--- config.mk ---
export PLATFORM = sky130hd
export DESIGN_NAME = acq_event_sync
export DESIGN_NICKNAME = d
export VERILOG_FILES = /design/src/design/acq_pkg.sv /design/src/design/acq_dma_req.sv /design/src/design/acq_event_sync.sv
export SDC_FILE = /design/constraint.sdc
export NUM_CORES = 1
export LEC_CHECK = 0
export BUFFER_PORTS_ARGS = -buffer_cell sky130_fd_sc_hd__buf_2
export CORE_MARGIN = 2
export CORE_UTILIZATION = 50
export DETAILED_ROUTE_END_ITERATION = 12
export HOLD_SLACK_MARGIN = 0.1
export MAX_ROUTING_LAYER = met4
export PLACE_DENSITY = 0.78
export SLEW_MARGIN = 20
export SYNTH_ARGS = -nofsm -noshare
export SYNTH_HDL_FRONTEND = slang
export SYNTH_SLANG_ARGS = --single-unit
--- constraint.sdc ---
create_clock -name clk -period 2.2 [get_ports clk]
set_clock_uncertainty 0.1 [all_clocks]
set_input_delay 0.22 -clock clk [delete_from_list [all_inputs] [get_ports clk]]
set_output_delay 0.22 -clock clk [all_outputs]
set_load 0.01 [all_outputs]
--- src/design/acq_pkg.sv ---
// shared constants and carrier types for the acquisition controller
package acq_pkg;
  localparam int unsigned ACQ_FIFO_W = 16;  // buffer count width
  localparam int unsigned ACQ_NCH = 12;  // channel count
  localparam int unsigned ACQ_CH_W = 4;  // channel index width
  localparam logic [31:0] ACQ_BUF_LOCAL_ADDR = 32'h0000_0030;  // buffer addr
  localparam logic [2:0] EVT_INIT_DONE = 3'h0;  // init complete
  localparam logic [2:0] EVT_CAL_DONE = 3'h1;  // calibration complete
  localparam logic [2:0] EVT_SETTLED = 3'h2;  // channels settled
  localparam logic [2:0] EVT_THR_RISE = 3'h3;  // threshold flag rising
  localparam logic [2:0] EVT_THR_FALL = 3'h4;  // threshold flag falling
  localparam logic [2:0] EVT_SEL_RST = 3'h0;  // event select reset value
  localparam logic [1:0] DISCARD_SCANS = 2'h2;  // scans dropped after start
  localparam logic [7:0] ALIGN_CYCLES = 8'h10;  // converter sync hold time

  // board control inputs from the host side
  typedef struct packed {
    logic [2:0] evt_sel;  // event select
    logic       pend_wr;  // write strobe for pending flag
    logic       pend_wdata;  // written pending value
    logic       free_scan;  // free-scan control
    logic       flush_on_sync;  // clear buffer on sync
    logic       sync_trigger_cmd;  // sync_trigger_cmd (initiator)
    logic       ext_sync;  // sync pulse from cabled initiator
  } board_ctrl_t;

  // demand dma status from the buffer
  typedef struct packed {
    logic                  demand_en;  // demand mode enabled
    logic [ACQ_FIFO_W-1:0] level;  // values in buffer
    logic [ACQ_FIFO_W-1:0] threshold;  // programmed threshold
    logic                  rd;  // one value read this cycle
  } dma_stat_t;
endpackage : acq_pkg

--- src/design/acq_dma_req.sv ---
// demand-mode dma request generator
`timescale 1ns/10ps
`default_nettype none
module acq_dma_req (
  input  wire logic              clk,  // master clock
  input  wire logic              rst,  // async reset
  input  wire acq_pkg::dma_stat_t st,  // buffer status
  input  wire logic              buf_clr,  // buffer cleared
  input  wire logic              cal_run,  // calibration running
  output logic                   dreq_q  // dma request
);
  logic [acq_pkg::ACQ_FIFO_W:0] nread_q;  // values read in this burst
  logic                         stop;  // termination condition

  // first terminating event drops the request
  assign stop = (st.level == '0) || buf_clr || cal_run ||
      (nread_q == ({1'b0, st.threshold} + 1'b1));

  // request once level exceeds threshold; count reads while active
  always_ff @(posedge clk or posedge rst) begin
    if (rst) begin
      dreq_q  <= 1'b0;
      nread_q <= '0;
    end else if (dreq_q) begin
      if (stop) begin
        dreq_q  <= 1'b0;
        nread_q <= '0;
      end else if (st.rd) begin
        nread_q <= nread_q + 1'b1;
        if (nread_q + 1'b1 == {1'b0, st.threshold} + 1'b1)
          dreq_q <= 1'b0;
      end
    end else if (st.demand_en && st.level > st.threshold && !buf_clr &&
        !cal_run) begin
      dreq_q  <= 1'b1;
      nread_q <= '0;  // a burst ended by its read count starts afresh
    end
  end
endmodule : acq_dma_req
`default_nettype wire

--- src/design/acq_event_sync.sv ---
// event interrupt, demand dma and scan synchronization controller
`timescale 1ns/10ps
`default_nettype none
module acq_event_sync (
  input  wire logic                 clk,  // master clock 125 MHz
  input  wire logic                 rst,  // async reset, high
  input  wire acq_pkg::board_ctrl_t ctrl,  // board control bits
  input  wire acq_pkg::dma_stat_t   dma_st,  // buffer status for dma
  input  wire logic                 init_done,  // initialization finished
  input  wire logic                 cal_run,  // calibration running
  input  wire logic                 thr_flag,  // buffer threshold flag
  input  wire logic                 scan_start,  // one scan boundary pulse
  input  wire logic                 pci_int_en,  // bridge interrupt enable
  input  wire logic                 pci_lint_en,  // bridge local int enable
  input  wire logic [1:0]           grp_en,  // channel group enables
  input  wire logic [1:0]           grp_clk,  // group sample clocks
  output logic                      lint_q,  // local interrupt request
  output logic                      pend_q,  // pending flag readback
  output logic                      host_int_q,  // host bus interrupt
  output logic                      settled_q,  // channels-settled flag
  output logic                      buf_clr_q,  // buffer clear pulse
  output logic                      store_en_q,  // samples may be stored
  output logic                      sync_mode_q,  // scan-synchronized
  output logic [1:0]                ch_clk_q,  // clock per group
  output logic [acq_pkg::ACQ_CH_W-1:0] ch_idx_q,  // channel slot in scan
  output logic                      dreq_q,  // dma request
  output logic [31:0]               dma_laddr_q  // dma local address
);
  typedef enum logic [4:0] {
    S_IDLE  = 5'b00001,
    S_DIST  = 5'b00010,
    S_ALIGN = 5'b00100,
    S_SCAN  = 5'b01000,
    S_DROP  = 5'b10000
  } sync_st_t;

  sync_st_t   st_q;
  logic [7:0] cnt_q;  // align counter
  logic [1:0] drop_q;  // scans discarded
  logic       free_q;  // last free-scan value
  logic       init_q;  // init done delayed
  logic       cal_q;  // cal run delayed
  logic       set_q;  // settled delayed
  logic       thr_q;  // threshold delayed
  logic [2:0] sel_q;  // select delayed
  logic       cond_now;
  logic       cond_old;
  logic       hit;
  logic       sync_go;

  // condition for a given select code from current or delayed levels
  function automatic logic evt_cond(input logic [2:0] s, input logic i,
      input logic c, input logic t, input logic h);
    case (s)
      acq_pkg::EVT_INIT_DONE: evt_cond = i;
      acq_pkg::EVT_CAL_DONE:  evt_cond = c;
      acq_pkg::EVT_SETTLED:   evt_cond = t;
      acq_pkg::EVT_THR_RISE:  evt_cond = h;
      acq_pkg::EVT_THR_FALL:  evt_cond = !h;
      default:                evt_cond = 1'b0;  // reserved raise nothing
    endcase
  endfunction : evt_cond

  // edge detect only while the same code stays selected; an init_done rise hits under any code
  assign cond_now = evt_cond(ctrl.evt_sel, init_done, !cal_run, settled_q,
      thr_flag);
  assign cond_old = evt_cond(sel_q, init_q, !cal_q, set_q, thr_q);
  assign hit = cond_now && !cond_old && (sel_q == ctrl.evt_sel) ||
      (init_done && !init_q);

  // history registers for edge detection
  always_ff @(posedge clk or posedge rst) begin
    if (rst) begin
      init_q <= 1'b0;
      cal_q  <= 1'b0;
      set_q  <= 1'b0;
      thr_q  <= 1'b0;
      sel_q  <= acq_pkg::EVT_SEL_RST;
    end else begin
      init_q <= init_done;
      cal_q  <= cal_run;
      set_q  <= settled_q;
      thr_q  <= thr_flag;
      sel_q  <= ctrl.evt_sel;
    end
  end

  // pending flag: event wins over host clear; writing one keeps it
  always_ff @(posedge clk or posedge rst) begin
    if (rst) begin
      pend_q <= 1'b0;
    end else if (hit) begin
      pend_q <= 1'b1;
    end else if (ctrl.pend_wr && !ctrl.pend_wdata) begin
      pend_q <= 1'b0;
    end
  end

  // single request line and gated host interrupt follow the flag
  always_ff @(posedge clk or posedge rst) begin
    if (rst) begin
      lint_q     <= 1'b0;
      host_int_q <= 1'b0;
    end else begin
      lint_q     <= pend_q;
      host_int_q <= pend_q && pci_int_en && pci_lint_en;
    end
  end

  // sync start: free-scan falling, or software/external sync
  assign sync_go = (free_q && !ctrl.free_scan) ||
      (!ctrl.free_scan && (ctrl.sync_trigger_cmd || ctrl.ext_sync));

  // scan synchronization sequencer
  always_ff @(posedge clk or posedge rst) begin
    if (rst) begin
      st_q      <= S_DIST;  // synchronized by default
      free_q    <= 1'b0;
      cnt_q     <= '0;
      drop_q    <= '0;
      settled_q <= 1'b0;
      buf_clr_q <= 1'b0;
      store_en_q <= 1'b0;
    end else begin
      free_q    <= ctrl.free_scan;
      buf_clr_q <= 1'b0;
      if (ctrl.free_scan) begin
        st_q       <= S_IDLE;
        settled_q  <= 1'b1;
        store_en_q <= 1'b1;
      end else if (sync_go) begin
        st_q       <= S_DIST;
        settled_q  <= 1'b0;
        store_en_q <= 1'b0;
        buf_clr_q  <= (free_q && !ctrl.free_scan) ||
            ctrl.flush_on_sync;
      end else begin
        case (st_q)
          S_IDLE: st_q <= S_DIST;
          S_DIST: begin
            cnt_q <= '0;
            st_q  <= S_ALIGN;
          end
          S_ALIGN: begin
            cnt_q <= cnt_q + 1'b1;
            if (cnt_q == acq_pkg::ALIGN_CYCLES) begin
              drop_q    <= '0;
              buf_clr_q <= 1'b1;
              st_q      <= S_DROP;
            end
          end
          S_DROP: begin
            if (scan_start) begin
              drop_q <= drop_q + 1'b1;
              if (drop_q + 1'b1 == acq_pkg::DISCARD_SCANS) begin
                st_q       <= S_SCAN;
                settled_q  <= 1'b1;
                store_en_q <= 1'b1;
              end
            end
          end
          S_SCAN: st_q <= S_SCAN;
          default: st_q <= S_DIST;
        endcase
      end
    end
  end

  // group clocks: group 0 feeds all enabled groups when synchronized
  always_ff @(posedge clk or posedge rst) begin
    if (rst) begin
      sync_mode_q <= 1'b1;
      ch_clk_q    <= '0;
    end else begin
      sync_mode_q <= !ctrl.free_scan;
      if (!ctrl.free_scan)
        ch_clk_q <= grp_en & {2{grp_clk[0]}};
      else
        ch_clk_q <= grp_en & grp_clk;
    end
  end

  // channel slot restarts at the lowest channel each scan
  always_ff @(posedge clk or posedge rst) begin
    if (rst) begin
      ch_idx_q <= '0;
    end else if (scan_start) begin
      ch_idx_q <= '0;
    end else if (ch_idx_q != acq_pkg::ACQ_CH_W'(acq_pkg::ACQ_NCH - 1)) begin
      ch_idx_q <= ch_idx_q + 1'b1;
    end
  end

  // fixed dma source address
  always_ff @(posedge clk or posedge rst) begin
    if (rst)
      dma_laddr_q <= '0;
    else
      dma_laddr_q <= acq_pkg::ACQ_BUF_LOCAL_ADDR;
  end

  acq_dma_req u_dma (
    .clk     (clk),
    .rst     (rst),
    .st      (dma_st),
    .buf_clr (buf_clr_q),
    .cal_run (cal_run),
    .dreq_q  (dreq_q)
  );
endmodule : acq_event_sync
`default_nettype wire

Yosys cells after proc, flatten, opt, wreduce, memory -nomap -nowiden
Index checks and enable logic that the tools add are counted.
W data, S select, Z words.
- output and inout bits: 46
- latch bits: 0
- memory bits (writable): 0
- memories: 0
- bits in registers: 54
- input port bits: 55
- bits in read-only memories: 0
- word-level logic and storage cells: 132
- multipliers: 0
- $add $sub $neg: 5
- mux-type cells: 35
- divide/modulo/power cells: 0
- shifts and indexed selects: 0
- bitwise logic cells: 4
- reductions and logical operators: 43
- magnitude comparators: 1
- equality and inequality tests: 24
- operators with widths (cell ; count):
    $mux W17 ; 4
    $eq A17 B17 Y1 ; 2
    $mux W5 ; 5
    $pmux W5 S4 ; 1
    $add A16 B1 Y17 const B ; 1
    $add A17 B1 Y17 const B ; 1
    $gt A16 B16 Y1 ; 1
    $logic_not A16 Y1 ; 1
    $mux W1 ; 16
    $ne A4 B4 Y1 const B ; 4
    $pmux W8 S2 ; 1
    $eq A3 B2 Y1 const B ; 4
    $logic_and A1 B1 Y1 ; 11
    $pmux W1 S5 ; 2
    $reduce_bool A2 Y1 ; 5
    $logic_not A1 Y1 ; 9
    $reduce_and A3 Y1 ; 3
    $reduce_bool A3 Y1 ; 3
    $add A8 B1 Y8 const B ; 1
    $eq A8 B5 Y1 const B ; 1
    $mux W4 ; 2
    $logic_or A1 B1 Y1 ; 7
    $eq A3 B1 Y1 const B ; 2
    $eq A3 B3 Y1 const B ; 2
    17 further kinds ; 23

Longest topological paths before layout
- depth after elaboration: 7
- gate-level depth with buffers: 11

By module
Synthesis repeated with hierarchy kept, for this count alone.
- cells, all modules: 512
- area, all modules: 4377.9 um^2
- by module, submodules not included (module ; instances ; cells an instance ; seq. area each (um^2) ; area an instance (um^2)):
    acq_dma_req ; 1 ; 316 ; 450.4 ; 2439.8
    acq_event_sync ; 1 ; 196 ; 903.4 ; 1938.1

Worst setup path before layout
Ideal clock, no wire load.
- path kind: register to register
- start point: reg st_q[4]
- end point: reg cnt_q[7]
- arrival: 2.106 ns
- setup slack: -0.142 ns
- stages on the path, launching flop included: 9
- buffers on the path: 1
- period minus slack after synthesis: 2.342 ns
- path through: dfrtp_1 clkbuf_1 or4b_2 nor3_2 nor2_1 nor2_1 nand3_1 xor2_1 nor2_1
- word-level cells in the longest chain between the ends: 3
- elaborated cells on any way between the ends: 5
- RTL lines (item ; line ; source):
    start, declared ; acq_event_sync.sv:37 ; sync_st_t st_q;
    start signal, assigned ; acq_event_sync.sv:117 ; st_q <= S_DIST;
    start signal, assigned ; acq_event_sync.sv:128 ; st_q <= S_IDLE;
    start signal, assigned ; acq_event_sync.sv:132 ; st_q <= S_DIST;
    $eq A5 B3 Y1 / $eq A5 B2 Y1 (equally long branches) ; acq_event_sync.sv:138 ; case (st_q)
    $reduce_bool A2 Y1 (no source line) ; -- ;
    $reduce_and A3 Y1 (no source line) ; -- ;
    end signal, assigned ; acq_event_sync.sv:145 ; cnt_q <= cnt_q + 1'b1;
    end, declared ; acq_event_sync.sv:38 ; logic [7:0] cnt_q;
Several ways; a longest one is shown, not always the timed one.
A chain may end at the register's enable or synchronous reset.

Final worst setup path
- start point: in dma_st[2] (netlist bit)
- end point: reg u_dma.dreq_q
- word-level cells in the longest chain between the ends: 6
- elaborated cells on any way between the ends: 13
- RTL lines (item ; line ; source):
    start, declared ; acq_event_sync.sv:8 ; input wire acq_pkg::dma_stat_t dma_st,
    $add A16 B1 Y17 / $gt A16 B16 Y1 (equally long branches) ; acq_dma_req.sv:17, acq_dma_req.sv:30, acq_dma_req.sv:33 ;
    $eq A17 B17 Y1 / $logic_and A1 B1 Y1 (equally long branches) ; acq_dma_req.sv:30, acq_dma_req.sv:33 ;
    $mux W1 / $logic_and A1 B1 Y1 (equally long branches) ; acq_dma_req.sv:30, acq_dma_req.sv:33 ;
    $mux W1 / $logic_and A1 B1 Y1 (equally long branches) ; acq_dma_req.sv:28, acq_dma_req.sv:33 ;
    $mux W1 (on tied branches) ; acq_dma_req.sv:25, acq_dma_req.sv:33 ;
    $mux W1 (*) ; acq_dma_req.sv:24 ; end else if (dreq_q) begin
    end signal, assigned ; acq_dma_req.sv:26 ; dreq_q <= 1'b0;
    end signal, assigned ; acq_dma_req.sv:31 ; dreq_q <= 1'b0;
    end signal, assigned ; acq_dma_req.sv:35 ; dreq_q <= 1'b1;
    end, declared ; acq_dma_req.sv:10 ; output logic dreq_q
Every way passes the cells marked *; elsewhere a longest branch is shown, timed or not.

==> results.yml <==
placement:
  place_inst: 752
  dp_hpwl_um: 9090
  routabilityCongestion: 0.972
  dpl_cell_area_sq_um: 5380
  io_buffer_count: 70
timing:
  drv_slew: 0
  rsz0062_at_grt: "yes"
  tightest_slew_ns: 0.554
  finalCriticalPeriod_ns: 2.32
  period_share_pct: 105
  setup_violations: 18
  worst_slack_ns: -0.121
  setup_tns_ns: -1.55
  fmax_mhz: 431
  maxSlewHeadroom_pct: 63.0
  finalHoldViolCount: 0
finish:
  final_cells: 787
  n_antenna_cell: 0
  fill_cells: 670
  drive_gt1_share_pct: 32.4
  nNetsFinal: 755
  fin_area_sq_um: 5810
  syn_to_final_growth_pct: 33.5
  final_core_util_pct: 67.6
outcome:
  status: "complete, but fails checks"
  violations: "setup timing"
clocking:
  htreeDepth: 2
  cts_sinks: 54
  clkTransAtPathRegs_ns: 0.10
  cts_root_buf: "clkbuf_8"
  cts_tree: "built"
  clock_latency_ns: 0.31
  numCtsBuffers: 5
  cts_buffer_depth: 2
floorplan:
  ios: 101
  die-width_um: 97.3
  core_area_sq_um: 8590
  start_util_pct: 50.7
  die-area_sq_um: 9470
  rows: 34
  die-height_um: 97.3
route:
  drt_iter0_drc: 354
  via_per_inst: 5.60
  antenna_left: 0
  num_vias: 4407
  drc: 0
  wire_per_inst_um: 15.6
  wl_um: 12200
  drtPass1Iterations: 5
setup_path:
  cp-end-kind: "register"
  worst-path-max-fanout: 7
  cp_data_required_time_ns: 2.30
  worstSetupPathType: "primary input to register"
  worstPathArrival_ns: 2.42
  worstSetupStartpointType: "primary input"
  reg2reg_slack_ns: -0.11
pwr:
  p_leak_nw: 2.73
  intPower_mw: 1.53
  pwr-share-comb_pct: 26.4
  pwr_density_cell_nw_per_um2: 378
  vdd_drop_max_mv: 0.310
  p_sw_uw: 667
  p_clk_share_pct: 25.1
  sequentialPowerShare_pct: 48.4
  netSwitchingFraction_pct: 30.4
global_route:
  grt_max_degree: 30
  grt.overflow.total: 0
  first_global_vias: 4286
  grt_pass1_wl_um: 20000
  antenna_found_initial: 0
  track_usage_pct: 26.2
logic_synthesis:
  synth_area_sq_um: 4360
  avgSynthCellArea_sq_um: 8.61
  async_flop_share_pct: 100
  synth_cell_type_count: 62
  synth_edf_count: 0
  ys_warn_count: 0
  ys_seq_elements: 54
  synth_flop_cell: "dfrtp_1"
  yosysSeqAreaShare_pct: 31.1
  syn_inst: 506
hold_path:
  hp-class: "primary input to register"
job:
  drv_cap: 0
-- cell type report --
cell class | instances | area (sq um) | share of cell area, %
Tap cell | 108 | 135 | 2.32
Clock inverter | 2 | 13.8 | 0.237
Sequential cell | 54 | 1360 | 23.4
Multi-Input combinational cell | 390 | 2790 | 47.9
Clock buffer | 6 | 72.6 | 1.25
Inverter | 43 | 161 | 2.78
Timing Repair Buffer | 184 | 1290 | 22.1
-- critical path, cell delays in order --
cell	delay [ns]
buf_2	0.13
ha_2	0.27
nand4_4	0.17
o21ai_0	0.33
a31oi_1	0.25
nor4_4	0.37
a41oi_2	0.24
buf_6	0.20
nor3_2	0.19
a31oi_1	0.06
-- timing repair --
| action | 4_1_cts | 5_1_grt |
|---|---|---|
| resized for setup | 15 | 10 |
| pin swaps | 8 | 3 |
| hold buffers | 14 | 0 |
| gates cloned | 2 | 0 |
| setup endpoints to repair | 18 | 21 |
| endpoints found under the hold margin | 41 | 0 |
| setup buffers | 10 | 1 |
-- kinds of logic (layout without fill, tap and decap cells) --
family,count (synthesis),after routing,synth area share [%]
compound gates,89,89,14.8
xor+xnor,50,50,10.4
fa+ha+maj,22,22,6.32
buf+inv,91,235,11.1
flops,54,54,31.1
mux,10,10,2.36
other cells,2,31,0.172
simple gates,188,188,23.8
-- sequential cells by signal (all words and copies together), names as in the netlist --
signal	flops
sel_q	3
sync_mode_q	1
cnt_q	8
store_en_q	1
u_dma.dreq_q	1
ch_clk_q	2
set_q	1
u_dma.nread_q	17
pend_q	1
lint_q	1
dma_laddr_q	1
thr_q	1
buf_clr_q	1
init_q	1
cal_q	1
st_q	5
free_q	1
host_int_q	1
ch_idx_q	4
drop_q	2
-- power groups by stage --
| stage | Clock, mW | Combinational, mW | Sequential, mW |
|---|---|---|---|
| floorplan | 0 | 0.330 | 1.08 |
| CTS | 0.562 | 0.568 | 1.06 |
| global placement | 0 | 0.519 | 1.08 |
| detailed placement | 0 | 0.536 | 1.08 |
| finish | 0.552 | 0.580 | 1.06 |
| global route | 0.597 | 0.640 | 1.07 |
-- through the flow --
step / total power, mW / setup WS, ns / hold slack, ns
5_1_grt: 2.30 / -0.221 / 0.127
3_5_place_dp: 1.61 / -0.412 / 0.202
2_1_floorplan: 1.41 / -0.0761 / 0.149
4_1_cts: 2.19 / -0.0703 / 0.109
3_3_place_gp: 1.59 / -0.293 / 0.202
6_report: 2.19 / -0.121 / 0.102
-- cell usage in the layout, fill, tap and decap left out, types with 4 or more instances in the layout --
cell,instances
o21ai_0,7
clkbuf_8,5
o221ai_1,7
dfrtp_1,49
xor2_1,16
nand2_1,22
and3_1,7
nor3_1,14
buf_4,93
dlygate4sd3_1,14
o211ai_1,9
or3_1,5
inv_1,42
buf_2,71
a21oi_1,17
nor4_1,11
ha_1,20
and2_1,4
mux2i_1,8
nor4_4,4
nor2_1,41
a31oi_1,9
nand3b_1,4
xnor2_1,33
nand4_1,16
nand3_1,27
o21ai_1,9
nor2b_1,6
a21o_1,4
nand2b_1,4
conb_1,31
-- path summary, 6_finish.rpt --
| path | start | to | cells after the start |
|---|---|---|---|
| max in group asynchronous | rst | cnt_q[6]$_DFFE_PP0P_ | 4 |
| worst min-delay path | grp_clk[1] | ch_clk_q[1]$_DFF_PP0_ | 3 |
| worst min register to register | pend_q$_DFFE_PP0P_ | lint_q$_DFF_PP0_ | 0 |
| worst max register to register | u_dma.nread_q[5]$_DFFE_PP0P_ | u_dma.dreq_q$_DFF_PP0_ | 8 |
| worst max-delay path | dma_st[2] | u_dma.dreq_q$_DFF_PP0_ | 10 |
| min in group asynchronous | rst | st_q[3]$_DFFE_PP0P_ | 3 |
-- metal layers --
layer,track usage (%),vias up,share of wire [%]
li1,-,2101,-
met1,31.7,2094,41
met2,46.3,181,51
met3,2.66,31,5.9
met4,7.91,0,2.4
met5,-,-,0
-- cell usage after synthesis (6+ instances only) --
cell | n | share of area [%]
dfrtp_1 | 52 | 30
inv_1 | 43 | 3.7
nor2_1 | 42 | 3.6
buf_4 | 34 | 5.9
xnor2_1 | 33 | 6.6
nand3_1 | 30 | 3.4
ha_1 | 22 | 6.3
nand2_1 | 22 | 1.9
a21oi_1 | 17 | 2.0
nor3_1 | 17 | 2.0
nand4_1 | 16 | 2.3
xor2_1 | 16 | 3.2
nor4_1 | 14 | 2.0
a31oi_1 | 9 | 1.3
o211ai_1 | 9 | 1.6
clkbuf_1 | 8 | 0.69
mux2i_1 | 8 | 1.8
o21ai_0 | 8 | 0.92
o21ai_1 | 8 | 0.92
o221ai_1 | 8 | 1.6
and3_1 | 7 | 1.0
nor2b_1 | 6 | 0.86
or3_1 | 6 | 0.86
No activity file was read; power rests on OpenSTA's default activity.
